<file path="src/switchover_pkg.sv">
// Constants, register layout and mode codes of the battery switchover control.
// Assumes a single 200 MHz clock and a byte-wide register port.
package switchover_pkg;

  // ****************************************************************
  // Register port
  // ****************************************************************
  localparam int unsigned ADDR_W = 8;
  localparam int unsigned DATA_W = 8;
  localparam logic [ADDR_W-1:0] CTRL_ADDR = 8'h02;
  localparam logic [ADDR_W-1:0] STAT_ADDR = 8'h03;

  // ****************************************************************
  // Control register fields
  // ****************************************************************
  localparam int unsigned ENABLE_BIT = 6;
  localparam int unsigned SEL_HI_BIT = 3;
  localparam int unsigned SEL_LO_BIT = 2;
  localparam int unsigned SMPT_HI_BIT = 1;
  localparam int unsigned SMPT_LO_BIT = 0;
  localparam logic ENABLE_DEFAULT = 1'b0;
  localparam logic [1:0] SEL_DEFAULT = 2'h1;
  localparam logic [1:0] SEL_CLOSED = 2'h2;
  localparam logic [1:0] SEL_OPEN = 2'h3;
  localparam logic [1:0] SMPT_DEFAULT = 2'h0;
  localparam logic [1:0] SMPT_NONE = 2'h0;
  localparam logic [1:0] SMPT_SHORT = 2'h1;
  localparam logic [1:0] SMPT_LONG = 2'h2;

  // ****************************************************************
  // Status register fields
  // ****************************************************************
  localparam int unsigned STAT_BACKUP_BIT = 0;
  localparam int unsigned STAT_SWITCH_BIT = 1;
  localparam int unsigned STAT_WINDOW_BIT = 2;
  localparam int unsigned STAT_BUSOFF_BIT = 3;
  localparam int unsigned STAT_DROP_BIT = 4;

  // ****************************************************************
  // Timing, in nanoseconds, and derived cycle counts
  // ****************************************************************
  localparam int unsigned CNT_W = 32;
  localparam int unsigned CLK_PERIOD_NS = 5;
  localparam int unsigned SECOND_NS = 1_000_000_000;
  localparam int unsigned BACKUP_POLL_NS = 31_250_000;
  localparam int unsigned SAMPLE_SHORT_NS = 2_000_000;
  localparam int unsigned SAMPLE_LONG_NS = 128_000_000;
  localparam int unsigned SAMPLE_ALT_NS = 2_000_000;
  localparam int unsigned SECOND_CYC = SECOND_NS / CLK_PERIOD_NS;
  localparam int unsigned BACKUP_POLL_CYC = BACKUP_POLL_NS / CLK_PERIOD_NS;
  localparam int unsigned SAMPLE_SHORT_CYC = SAMPLE_SHORT_NS / CLK_PERIOD_NS;
  localparam int unsigned SAMPLE_LONG_CYC = SAMPLE_LONG_NS / CLK_PERIOD_NS;
  localparam int unsigned SAMPLE_ALT_CYC = SAMPLE_ALT_NS / CLK_PERIOD_NS;

  // ****************************************************************
  // Power modes
  // ****************************************************************
  typedef enum logic [2:0] {
    MODE_LOCKED = 3'b001,
    MODE_NORMAL = 3'b010,
    MODE_BACKUP = 3'b100
  } mode_e;

endpackage

</file>
<file path="src/sample_if.sv">
// Carrier between the mode controller and the sampling window timer.
// Assumes both ends run on the same clock.
interface sample_if;
  import switchover_pkg::*;
  logic start;
  logic cancel;
  logic busy;
  logic [CNT_W-1:0] length;
  modport ctrl (output start, output cancel, output length, input busy);
  modport timer (input start, input cancel, input length, output busy);
endinterface

</file>
<file path="src/battery_switchover_control.sv">
// Battery backup switchover control: mode logic, sampling and register port.
// Assumes a 200 MHz clock, an analog detector giving a drop level on a pin,
// and a low-voltage flag driven by status logic on the same clock.

module battery_switchover_control #(
  parameter int unsigned SECOND_CYCLES = switchover_pkg::SECOND_CYC,
  parameter int unsigned BACKUP_POLL_CYCLES = switchover_pkg::BACKUP_POLL_CYC,
  parameter int unsigned SAMPLE_SHORT_CYCLES = switchover_pkg::SAMPLE_SHORT_CYC,
  parameter int unsigned SAMPLE_LONG_CYCLES = switchover_pkg::SAMPLE_LONG_CYC,
  parameter int unsigned SAMPLE_ALT_CYCLES = switchover_pkg::SAMPLE_ALT_CYC
) (
  // Clock and reset
  input wire logic clock_i,
  input wire logic rst_i,
  // Register port
  input wire logic [switchover_pkg::ADDR_W-1:0] addr_i,
  input wire logic [switchover_pkg::DATA_W-1:0] wdata_i,
  input wire logic write_i,
  input wire logic read_i,
  output logic [switchover_pkg::DATA_W-1:0] rdata_o,
  // Supply detection and status
  input wire logic supply_drop_i,
  input wire logic low_voltage_flag_i,
  // Power path and host bus control
  output logic supply_path_switch_o,
  output logic detector_enable_o,
  output logic backup_mode_o,
  output logic host_bus_off_o
);
  import switchover_pkg::*;

  // ****************************************************************
  // Elaboration checks
  // ****************************************************************
  if (SECOND_CYCLES < 2 || BACKUP_POLL_CYCLES < 1) begin : g_bad_period
    $error("Second and poll periods must be at least two and one cycles");
  end
  if (SAMPLE_SHORT_CYCLES >= SECOND_CYCLES || SAMPLE_LONG_CYCLES >= SECOND_CYCLES
      || SAMPLE_ALT_CYCLES >= SECOND_CYCLES) begin : g_bad_sample
    $error("Sampling intervals must be shorter than one second");
  end

  // ****************************************************************
  // Helpers
  // ****************************************************************
  // Sampling interval length for a sample-time code
  function automatic logic [CNT_W-1:0] sample_cycles(input logic [1:0] code);
    logic [CNT_W-1:0] len;
    len = '0;
    unique case (code)
      SMPT_NONE: len = '0;
      SMPT_SHORT: len = CNT_W'(SAMPLE_SHORT_CYCLES);
      SMPT_LONG: len = CNT_W'(SAMPLE_LONG_CYCLES);
      default: len = CNT_W'(SAMPLE_ALT_CYCLES);
    endcase
    return len;
  endfunction

  // Register access is only honoured while the host bus is alive
  function automatic logic hit(input logic strobe, input logic [ADDR_W-1:0] a,
                               input logic [ADDR_W-1:0] target, input logic off);
    return strobe && (a == target) && !off;
  endfunction

  // ****************************************************************
  // Declarations
  // ****************************************************************
  logic drop_s1_r;
  logic drop_s2_r;
  logic drop_s3_r;
  logic drop_r;
  logic vlf_q_r;
  logic vlf_rise;
  logic enable_r;
  logic [1:0] select_r;
  logic [1:0] smpt_r;
  mode_e mode_r;
  mode_e mode_nxt;
  logic auto_ctrl;
  logic [CNT_W-1:0] sec_cnt_r;
  logic sec_tick;
  logic [CNT_W-1:0] poll_cnt_r;
  logic poll_tick;
  logic switch_nxt;
  logic switch_r;
  logic detect_r;
  logic bus_off_r;
  logic backup_r;
  logic [DATA_W-1:0] rdata_r;
  logic [DATA_W-1:0] ctrl_view;
  logic [DATA_W-1:0] stat_view;

  sample_if win ();

  // ****************************************************************
  // Supply drop input
  // ****************************************************************
  // Three-stage synchroniser; the level moves only once stages two and three agree
  always_ff @(posedge clock_i or posedge rst_i) begin
    if (rst_i) begin
      drop_s1_r <= 1'b0;
      drop_s2_r <= 1'b0;
      drop_s3_r <= 1'b0;
    end else begin
      drop_s1_r <= supply_drop_i;
      drop_s2_r <= drop_s1_r;
      drop_s3_r <= drop_s2_r;
    end
  end

  // Filtered drop level
  always_ff @(posedge clock_i or posedge rst_i) begin
    if (rst_i) begin
      drop_r <= 1'b0;
    end else if (drop_s2_r == drop_s3_r) begin
      drop_r <= drop_s3_r;
    end
  end

  // ****************************************************************
  // Low-voltage flag edge
  // ****************************************************************
  // Starts high so a flag already set at reset is not taken as a new rise
  always_ff @(posedge clock_i or posedge rst_i) begin
    if (rst_i) begin
      vlf_q_r <= 1'b1;
    end else begin
      vlf_q_r <= low_voltage_flag_i;
    end
  end

  assign vlf_rise = low_voltage_flag_i && !vlf_q_r;

  // ****************************************************************
  // Control register
  // ****************************************************************
  // Defaults win over a write in the same cycle as the flag rise
  always_ff @(posedge clock_i or posedge rst_i) begin
    if (rst_i) begin
      enable_r <= ENABLE_DEFAULT;
      select_r <= SEL_DEFAULT;
      smpt_r <= SMPT_DEFAULT;
    end else if (vlf_rise) begin
      enable_r <= ENABLE_DEFAULT;
      select_r <= SEL_DEFAULT;
      smpt_r <= SMPT_DEFAULT;
    end else if (hit(write_i, addr_i, CTRL_ADDR, bus_off_r)) begin
      enable_r <= wdata_i[ENABLE_BIT];
      select_r <= {wdata_i[SEL_HI_BIT], wdata_i[SEL_LO_BIT]};
      smpt_r <= {wdata_i[SMPT_HI_BIT], wdata_i[SMPT_LO_BIT]};
    end
  end

  // Select 11 with enable set keeps the switch open; other codes with enable set are automatic
  assign auto_ctrl = enable_r && (select_r != SEL_OPEN);

  // ****************************************************************
  // Mode machine
  // ****************************************************************
  // A drop is acted on the cycle it is seen; return waits for a backup poll
  always_comb begin
    mode_nxt = mode_r;
    unique case (mode_r)
      MODE_LOCKED: begin
        if (enable_r) begin
          mode_nxt = drop_r ? MODE_BACKUP : MODE_NORMAL;
        end
      end
      MODE_NORMAL: begin
        if (!enable_r) begin
          mode_nxt = MODE_LOCKED;
        end else if (drop_r) begin
          mode_nxt = MODE_BACKUP;
        end
      end
      MODE_BACKUP: begin
        if (!enable_r) begin
          mode_nxt = MODE_LOCKED;
        end else if (poll_tick && !drop_r) begin
          mode_nxt = MODE_NORMAL;
        end
      end
    endcase
  end

  always_ff @(posedge clock_i or posedge rst_i) begin
    if (rst_i) begin
      mode_r <= MODE_LOCKED;
    end else begin
      mode_r <= mode_nxt;
    end
  end

  // ****************************************************************
  // Timebases
  // ****************************************************************
  // One-second divider runs only in normal mode, so each entry restarts it
  always_ff @(posedge clock_i or posedge rst_i) begin
    if (rst_i) begin
      sec_cnt_r <= '0;
    end else if (mode_r != MODE_NORMAL || sec_tick) begin
      sec_cnt_r <= '0;
    end else begin
      sec_cnt_r <= sec_cnt_r + 1'b1;
    end
  end

  assign sec_tick = (mode_r == MODE_NORMAL) &&
                    (sec_cnt_r == CNT_W'(SECOND_CYCLES - 1));

  // Backup poll divider for the intermittent detector check
  always_ff @(posedge clock_i or posedge rst_i) begin
    if (rst_i) begin
      poll_cnt_r <= '0;
    end else if (mode_r != MODE_BACKUP || poll_tick) begin
      poll_cnt_r <= '0;
    end else begin
      poll_cnt_r <= poll_cnt_r + 1'b1;
    end
  end

  assign poll_tick = (mode_r == MODE_BACKUP) &&
                     (poll_cnt_r == CNT_W'(BACKUP_POLL_CYCLES - 1));

  // ****************************************************************
  // Sampling window
  // ****************************************************************
  // Interval length follows the sample-time code; code 00 never opens
  assign win.length = sample_cycles(smpt_r);
  assign win.start = sec_tick && auto_ctrl && (win.length != '0);
  assign win.cancel = (mode_nxt != MODE_NORMAL) || !auto_ctrl;

  sample_window_timer u_window (
    .clock_i (clock_i),
    .rst_i (rst_i),
    .win (win.timer)
  );

  // ****************************************************************
  // Switch and detector
  // ****************************************************************
  // Locked mode takes the switch from the select bits alone; the forbidden
  // codes 00 and 11 fall to open, which is the safe side
  always_comb begin
    switch_nxt = 1'b0;
    unique case (mode_nxt)
      MODE_LOCKED: switch_nxt = (select_r == SEL_CLOSED);
      MODE_NORMAL: switch_nxt = auto_ctrl && !win.busy && !win.start;
      MODE_BACKUP: switch_nxt = 1'b0;
    endcase
  end

  always_ff @(posedge clock_i or posedge rst_i) begin
    if (rst_i) begin
      switch_r <= 1'b0;
    end else begin
      switch_r <= switch_nxt;
    end
  end

  // Detector: on in normal, stopped when locked, one strobe per backup poll when the poll is longer than one cycle
  always_ff @(posedge clock_i or posedge rst_i) begin
    if (rst_i) begin
      detect_r <= 1'b0;
    end else begin
      detect_r <= (mode_nxt == MODE_NORMAL) ||
                  ((mode_r == MODE_BACKUP) &&
                   (poll_cnt_r == CNT_W'(BACKUP_POLL_CYCLES - 1)) &&
                   (BACKUP_POLL_CYCLES > 1) && (mode_nxt == MODE_BACKUP));
    end
  end

  // ****************************************************************
  // Host bus and mode outputs
  // ****************************************************************
  // The bus is cut only in backup, which needs enable set; locked never cuts
  always_ff @(posedge clock_i or posedge rst_i) begin
    if (rst_i) begin
      bus_off_r <= 1'b0;
      backup_r <= 1'b0;
    end else begin
      bus_off_r <= (mode_nxt == MODE_BACKUP);
      backup_r <= (mode_nxt == MODE_BACKUP);
    end
  end

  // ****************************************************************
  // Read port
  // ****************************************************************
  // Reserved bits stay zero whatever was written
  always_comb begin
    ctrl_view = '0;
    ctrl_view[ENABLE_BIT] = enable_r;
    ctrl_view[SEL_HI_BIT] = select_r[1];
    ctrl_view[SEL_LO_BIT] = select_r[0];
    ctrl_view[SMPT_HI_BIT] = smpt_r[1];
    ctrl_view[SMPT_LO_BIT] = smpt_r[0];
    stat_view = '0;
    stat_view[STAT_BACKUP_BIT] = backup_r;
    stat_view[STAT_SWITCH_BIT] = switch_r;
    stat_view[STAT_WINDOW_BIT] = win.busy;
    stat_view[STAT_BUSOFF_BIT] = bus_off_r;
    stat_view[STAT_DROP_BIT] = drop_r;
  end

  // Read data stand for the one cycle after the strobe, zero otherwise
  always_ff @(posedge clock_i or posedge rst_i) begin
    if (rst_i) begin
      rdata_r <= '0;
    end else if (hit(read_i, addr_i, CTRL_ADDR, bus_off_r)) begin
      rdata_r <= ctrl_view;
    end else if (hit(read_i, addr_i, STAT_ADDR, bus_off_r)) begin
      rdata_r <= stat_view;
    end else begin
      rdata_r <= '0;
    end
  end

  assign rdata_o = rdata_r;
  assign supply_path_switch_o = switch_r;
  assign detector_enable_o = detect_r;
  assign backup_mode_o = backup_r;
  assign host_bus_off_o = bus_off_r;

endmodule // battery_switchover_control

</file>
<file path="src/sample_window_timer.sv">
// Window timer: busy covers the cycles of a window after its start cycle.
// Assumes start is a one-cycle pulse and cancel a level, both from the same clock.
module sample_window_timer (
  // Clock and reset
  input wire logic clock_i,
  input wire logic rst_i,
  // Window request and state
  sample_if.timer win
);
  import switchover_pkg::*;

  // ****************************************************************
  // Window counter
  // ****************************************************************
  logic busy_r;
  logic [CNT_W-1:0] remain_r;

  // Cancel beats start, so a supply drop never leaves a window running into backup
  always_ff @(posedge clock_i or posedge rst_i) begin
    if (rst_i) begin
      busy_r <= 1'b0;
      remain_r <= '0;
    end else if (win.cancel) begin
      busy_r <= 1'b0;
      remain_r <= '0;
    end else if (win.start && (win.length != '0)) begin
      busy_r <= 1'b1;
      remain_r <= win.length - 1'b1;
    end else if (busy_r) begin
      if (remain_r == '0) begin
        busy_r <= 1'b0;
      end else begin
        remain_r <= remain_r - 1'b1;
      end
    end
  end

  // The caller's start cycle is the first window cycle, so busy drops on the
  // last count; this keeps the registered switch open for exactly length cycles
  assign win.busy = busy_r && (remain_r != '0);

endmodule // sample_window_timer

</file>
<file path="config.mk">
export PLATFORM = sky130hd
export DESIGN_NAME = battery_switchover_control
export DESIGN_NICKNAME = d
export VERILOG_FILES = /design/src/switchover_pkg.sv /design/src/sample_if.sv /design/src/battery_switchover_control.sv /design/src/sample_window_timer.sv
export SDC_FILE = /design/constraint.sdc
export NUM_CORES = 1
export LEC_CHECK = 0
export BUFFER_PORTS_ARGS = -buffer_cell sky130_fd_sc_hd__buf_2
export CORE_MARGIN = 8
export CORE_UTILIZATION = 26
export DETAILED_ROUTE_END_ITERATION = 7
export GPL_TIMING_DRIVEN = 0
export PLACE_DENSITY = 0.44
export SLEW_MARGIN = 30
export SYNTH_ARGS = -nofsm -noshare
export SYNTH_HDL_FRONTEND = slang
export SYNTH_SLANG_ARGS = --single-unit
export TNS_END_PERCENT = 100
</file>
<file path="constraint.sdc">
create_clock -name clock_i -period 8.8 [get_ports clock_i]
set_clock_uncertainty 0.15 [all_clocks]
set_input_delay 1.76 -clock clock_i [delete_from_list [all_inputs] [get_ports clock_i]]
set_output_delay 1.76 -clock clock_i [all_outputs]
set_load 0.01 [all_outputs]
</file>
# Word-level counts from Yosys, hierarchy flattened
# Cells that the tools add are included.
# word_totals
ff_bits	121
latchBits	0
ram_bits	0
mem_bits_ro	0
output_inout_bits	12
elab_cells	101
n_memories	0
# classes
n_addsub	4
n_mul	0
n_div	0
magnitude_cmp	0
n_eq_ne	18
n_shift	0
n_mux	27
n_bitwise	0
n_reduce_logical	35
# op_table
cell	n
$mux 32	6
$add 32x1->32 const B	2
$reduce_bool 32->1	2
$pmux 25 s2	1
$eq 32x23->1 const B	1
$eq 32x28->1 const B	1
$logic_not 32->1	1
$sub 32x1->32 const B	1
$sub 25x1->26 const B	1
$logic_and 1x1->1	18
$mux 3	6
$eq 8x2->1 const B	2
$pmux 3 s3	1
$mux 2	4
$mux 7	1
$eq 3x1->1 const B	2
$eq 3x2->1 const B	2
$eq 3x3->1 const B	2
$logic_not 1->1	6
$mux 1	6
$ne 3x2->1 const B	2
$mux 5	1
$eq 2x2->1 const B	2
$logic_or 1x1->1	4
other kinds (9)	9

# Longest topological paths before layout
# logic_depth
word_depth	10
depth_mapped	9
mapped_depth_nobuf	8

# Modules after synthesis
# A second synthesis with hierarchy kept.
# unflattened
hier_cells	766
hier_area_um2	7009.2
# modules_own_cells
mod	n_inst	cells_per_inst	area_per_inst_um2	seq_area_each_um2
battery_switchover_control	1	414	4086.4	2155.8
sample_window_timer	1	352	2922.8	825.8

# Worst setup path after synthesis
# OpenSTA, ideal clock, no wires.
# synth_path
kind	in2reg
startpoint	in addr_i[4] in the netlist's numbering
endpoint	reg select_r[0]
setup_time_ns	0.082
t_arrival_ns	2.758
required_time_ns	8.568
slack_ns	5.811
path_stages	4
n_path_buf	0
cell_sequence	nor4_1 > and4b_1 > nand3b_1 > a211o_1
# synth_between
elab_chain_len	4
# synth_rtl
item	line_no	source
start: declaration	battery_switchover_control.sv:16	input wire logic [switchover_pkg::ADDR_W-1:0] addr_i,
$eq 8x2->1	battery_switchover_control.sv:62	return strobe && (a == target) && !off;
$logic_and 1x1->1 (2 in series)	battery_switchover_control.sv:62	
$reduce_bool 2->1 (no source line)	n/a	
end signal: assignment	battery_switchover_control.sv:149	select_r <= {wdata_i[SEL_HI_BIT], wdata_i[SEL_LO_BIT]};
end: declaration	battery_switchover_control.sv:75	logic [1:0] select_r;
# No other way between the ends.
# A chain may end at the register's enable or synchronous reset.

==> results.cfg <==
[status]
outcome = complete, no violations

[worst_setup_path]
r2r_cells = 7
path_class = reg2out
reg2reg_to = u_window.remain_r[26]$_DFFE_PP0P_
path_max_fanout = 3
cp.required_ns = 6.89
timing.rr.start = poll_cnt_r[7]$_DFF_PP0_
cp-end-kind = output port
r2r_slack_ns = 5.83
critical_path_arrival_ns = 1.07
start_kind = register

[min_path]
hold_end = drop_s2_r$_DFF_PP0_
min_path_type = reg2reg
hold_path_depth = 0
hold_start = drop_s1_r$_DFF_PP0_

[routing]
dr.pass1.iters = 4
drc_errors = 0
ant_nets = 0
wl_per_cell_um = 14.29
vias = 4361
drt-initial-drc-count = 235
vias_per_cell = 4.674
routed_wl_mm = 13.33

[global_route]
gr-usage-all-layers_pct = 10.40
antenna_found_initial = 0
grt_pass1_wl_mm = 22.34
grt_max_degree = 67
grt_pass1_vias = 4369
gr-total-overflow = 0

[synthesis]
synth_area_leaders = dfrtp_1, nor2_1, xor2_1, xnor2_1, nand4_1
ys_ff_latch = 119
yosysTopAreaCell = dfrtp_1
synth-async-reset-ratio_pct = 100.0
synth-compound-area-share_pct = 5.571
synth_top_family_by_area = simple AND/OR/NAND/NOR gates
syn-instance-count = 592
yosysWarnings = 0
synth_top_area_share_pct = 50.29
syn-cell-area_um2 = 5772
synthFlopType = dfrtp_1
ys_seq_area_share_pct = 51.66
synthAdderAreaFrac_pct = 0.8238
synth_cell_types = 50
syn_avg_cell_area_um2 = 9.750
ys_top_cells_by_count = dfrtp_1, nor2_1, xor2_1, xnor2_1, a21oi_1
yosys.area_share.xor_xnor_pct = 12.44
synthSimpleGateAreaFrac_pct = 25.95
synth.most_common_cell = dfrtp_1
synth_edf_count = 0
synthMuxAreaShare_pct = 1.041

[die]
die_area_um2 = 27220
start_util_pct = 26.45
die_h_um = 165.0
coreArea_um2 = 21820
num_rows = 54
num_io_pins = 34
chipWidth_um = 165.0

[clock_tree]
cts.sinks = 119
hold_buffers = 0
cts_buffers = 17
cts_tree = built
clkTransAtPathRegs_ns = 0.06
cts.path.max_buffers = 2
clkLatencyLatePin_ns = 0.42
post_cts_resized = 0
post_cts.repair.setup_buffers = 0
h-tree-depth = 4
cts_root_buf = clkbuf_16

[timing]
max_freq_ghz = 0.3355
timing.slew.headroom_pct = 42.68
min_period_over_period_pct = 33.87
final-setup-viol-count = 0
tns_ns = 0
rsz0062_at_grt = no
post-route-min-period_ns = 2.980
worst_pin_slew_ns = 0.8519
final_max_slew_viol_count = 0
hold_viol = 0

[layout]
fin_nets = 665
drive_gt1_share_pct = 12.40
seq_area_um2 = 2982
utilization_pct = 31.72
post-route-cell-area_um2 = 6922
multi_input_area_um2 = 2659
n_fill_cell = 2217
synthToLayoutAreaGrowth_pct = 19.92
diodes = 0

[power_and_ir_drop]
power_density_nw_per_um2 = 188.1
ir_worst_vdd_mv = 0.1110
p_leak_uw = 0.002858

[flow_run]
max-cap-violations = 0

[placed_design]
port_buffers = 27
dpl.hpwl_mm = 9.530
dpl_cell_area_um2 = 6302
gp_congestion = 0.7651
-- routing by layer --
layer	track usage (%)	vias to the layer above	part of all wire, %
met2	16.55	41	48
met3	2.891	12	3.4
met1	13.24	2150	48
met4	3.808	0	1.1
li1	-	2158	-
met5	0	-	0
-- cells in the final DEF, fill, tap and decap left out, types with 4 or more instances in the layout --
| master | netlist | routed |
|---|---|---|
| a21oi_1 | 31 | 31 |
| and2_1 | 4 | 4 |
| and3_1 | 11 | 11 |
| and4_1 | 5 | 5 |
| buf_2 | 2 | 29 |
| clkbuf_1 | 11 | 11 |
| clkbuf_16 | 0 | 17 |
| clkinv_4 | 0 | 5 |
| dfrtp_1 | 116 | 116 |
| inv_1 | 15 | 14 |
| mux2i_1 | 6 | 6 |
| nand2_1 | 28 | 28 |
| nand2b_1 | 5 | 5 |
| nand3_1 | 25 | 25 |
| nand4_1 | 25 | 25 |
| nor2_1 | 106 | 106 |
| nor3_1 | 18 | 18 |
| nor4_1 | 18 | 17 |
| o21ai_0 | 11 | 11 |
| or2_2 | 5 | 5 |
| or3_1 | 14 | 14 |
| or4_1 | 10 | 10 |
| xnor2_1 | 38 | 38 |
| xor2_1 | 44 | 44 |
-- state kept, by name, indices dropped and copies added (netlist names), 2 cells and up --
| name | count |
|---|---|
| rdata_o | 6 |
| u_window.remain_r | 32 |
| poll_cnt_r | 32 |
| sec_cnt_r | 32 |
| mode_r | 3 |
| select_r | 2 |
| smpt_r | 2 |
-- cell type report --
cell class / count / share of cell area [%]
Tap cell: 280 / 5.061
Timing Repair Buffer: 28 / 2.350
Clock buffer: 17 / 6.146
Buffer: 19 / 1.229
Inverter: 15 / 0.9219
Sequential cell: 119 / 43.08
Clock inverter: 15 / 2.802
Multi-Input combinational cell: 440 / 38.41
-- worst max-delay path: stages, from the launching register on --
cell and delay (ns):
dfrtp_1 0.39, buf_4 0.13, buf_2 0.13
-- where the power goes --
| part | leakage (uW) | total (uW) | switching (uW) | internal (uW) |
|---|---|---|---|---|
| combinational | 0.000917 | 22.5 | 16.0 | 6.53 |
| clock | 0.000298 | 728 | 276 | 452 |
| sequential | 0.00164 | 551 | 1.55 | 550 |
| total | 0.00286 | 1300 | 294 | 1010 |
-- worst max path at each step --
stage,start,end,slack [ns],cells past startpoint
floorplan,rst_i,backup_mode_o$_DFF_PP0_,3.74,1
global placement,rst_i,u_window.remain_r[27]$_DFFE_PP0P_,2.13,2
detailed placement,addr_i[4],select_r[0]$_DFFE_PP1P_,5.47,5
CTS,backup_mode_o$_DFF_PP0_,host_bus_off_o,5.79,2
global route,u_window.remain_r[0]$_DFFE_PP0P_,u_window.remain_r[11]$_DFFE_PP0P_,5.60,9
finish,backup_mode_o$_DFF_PP0_,host_bus_off_o,5.82,2
-- logic make-up (layout without fill, tap and decap cells) --
logic type,Yosys count,in the layout
other,1,2
flip-flops,119,119
AND/OR/NAND/NOR,290,290
XOR/XNOR,82,82
buffers and inverters,34,94
multiplexers,6,6
adder cells (fa/ha/maj),4,4
AO/OA/AOI/OAI,56,56
-- metrics by stage --
stage	worst slack [ns]	total power, uW	std cells	hold WS (ns)
5_1_grt	5.603	1348	933	0.2185
2_1_floorplan	3.737	573.1	593	0.1812
4_1_cts	5.788	1324	933	0.2218
6_report	5.820	1302	933	0.2107
3_3_place_gp	2.126	582.5	900	0.1849
3_5_place_dp	5.470	585.0	901	0.2088
Power figures use the tool's default switching activity.
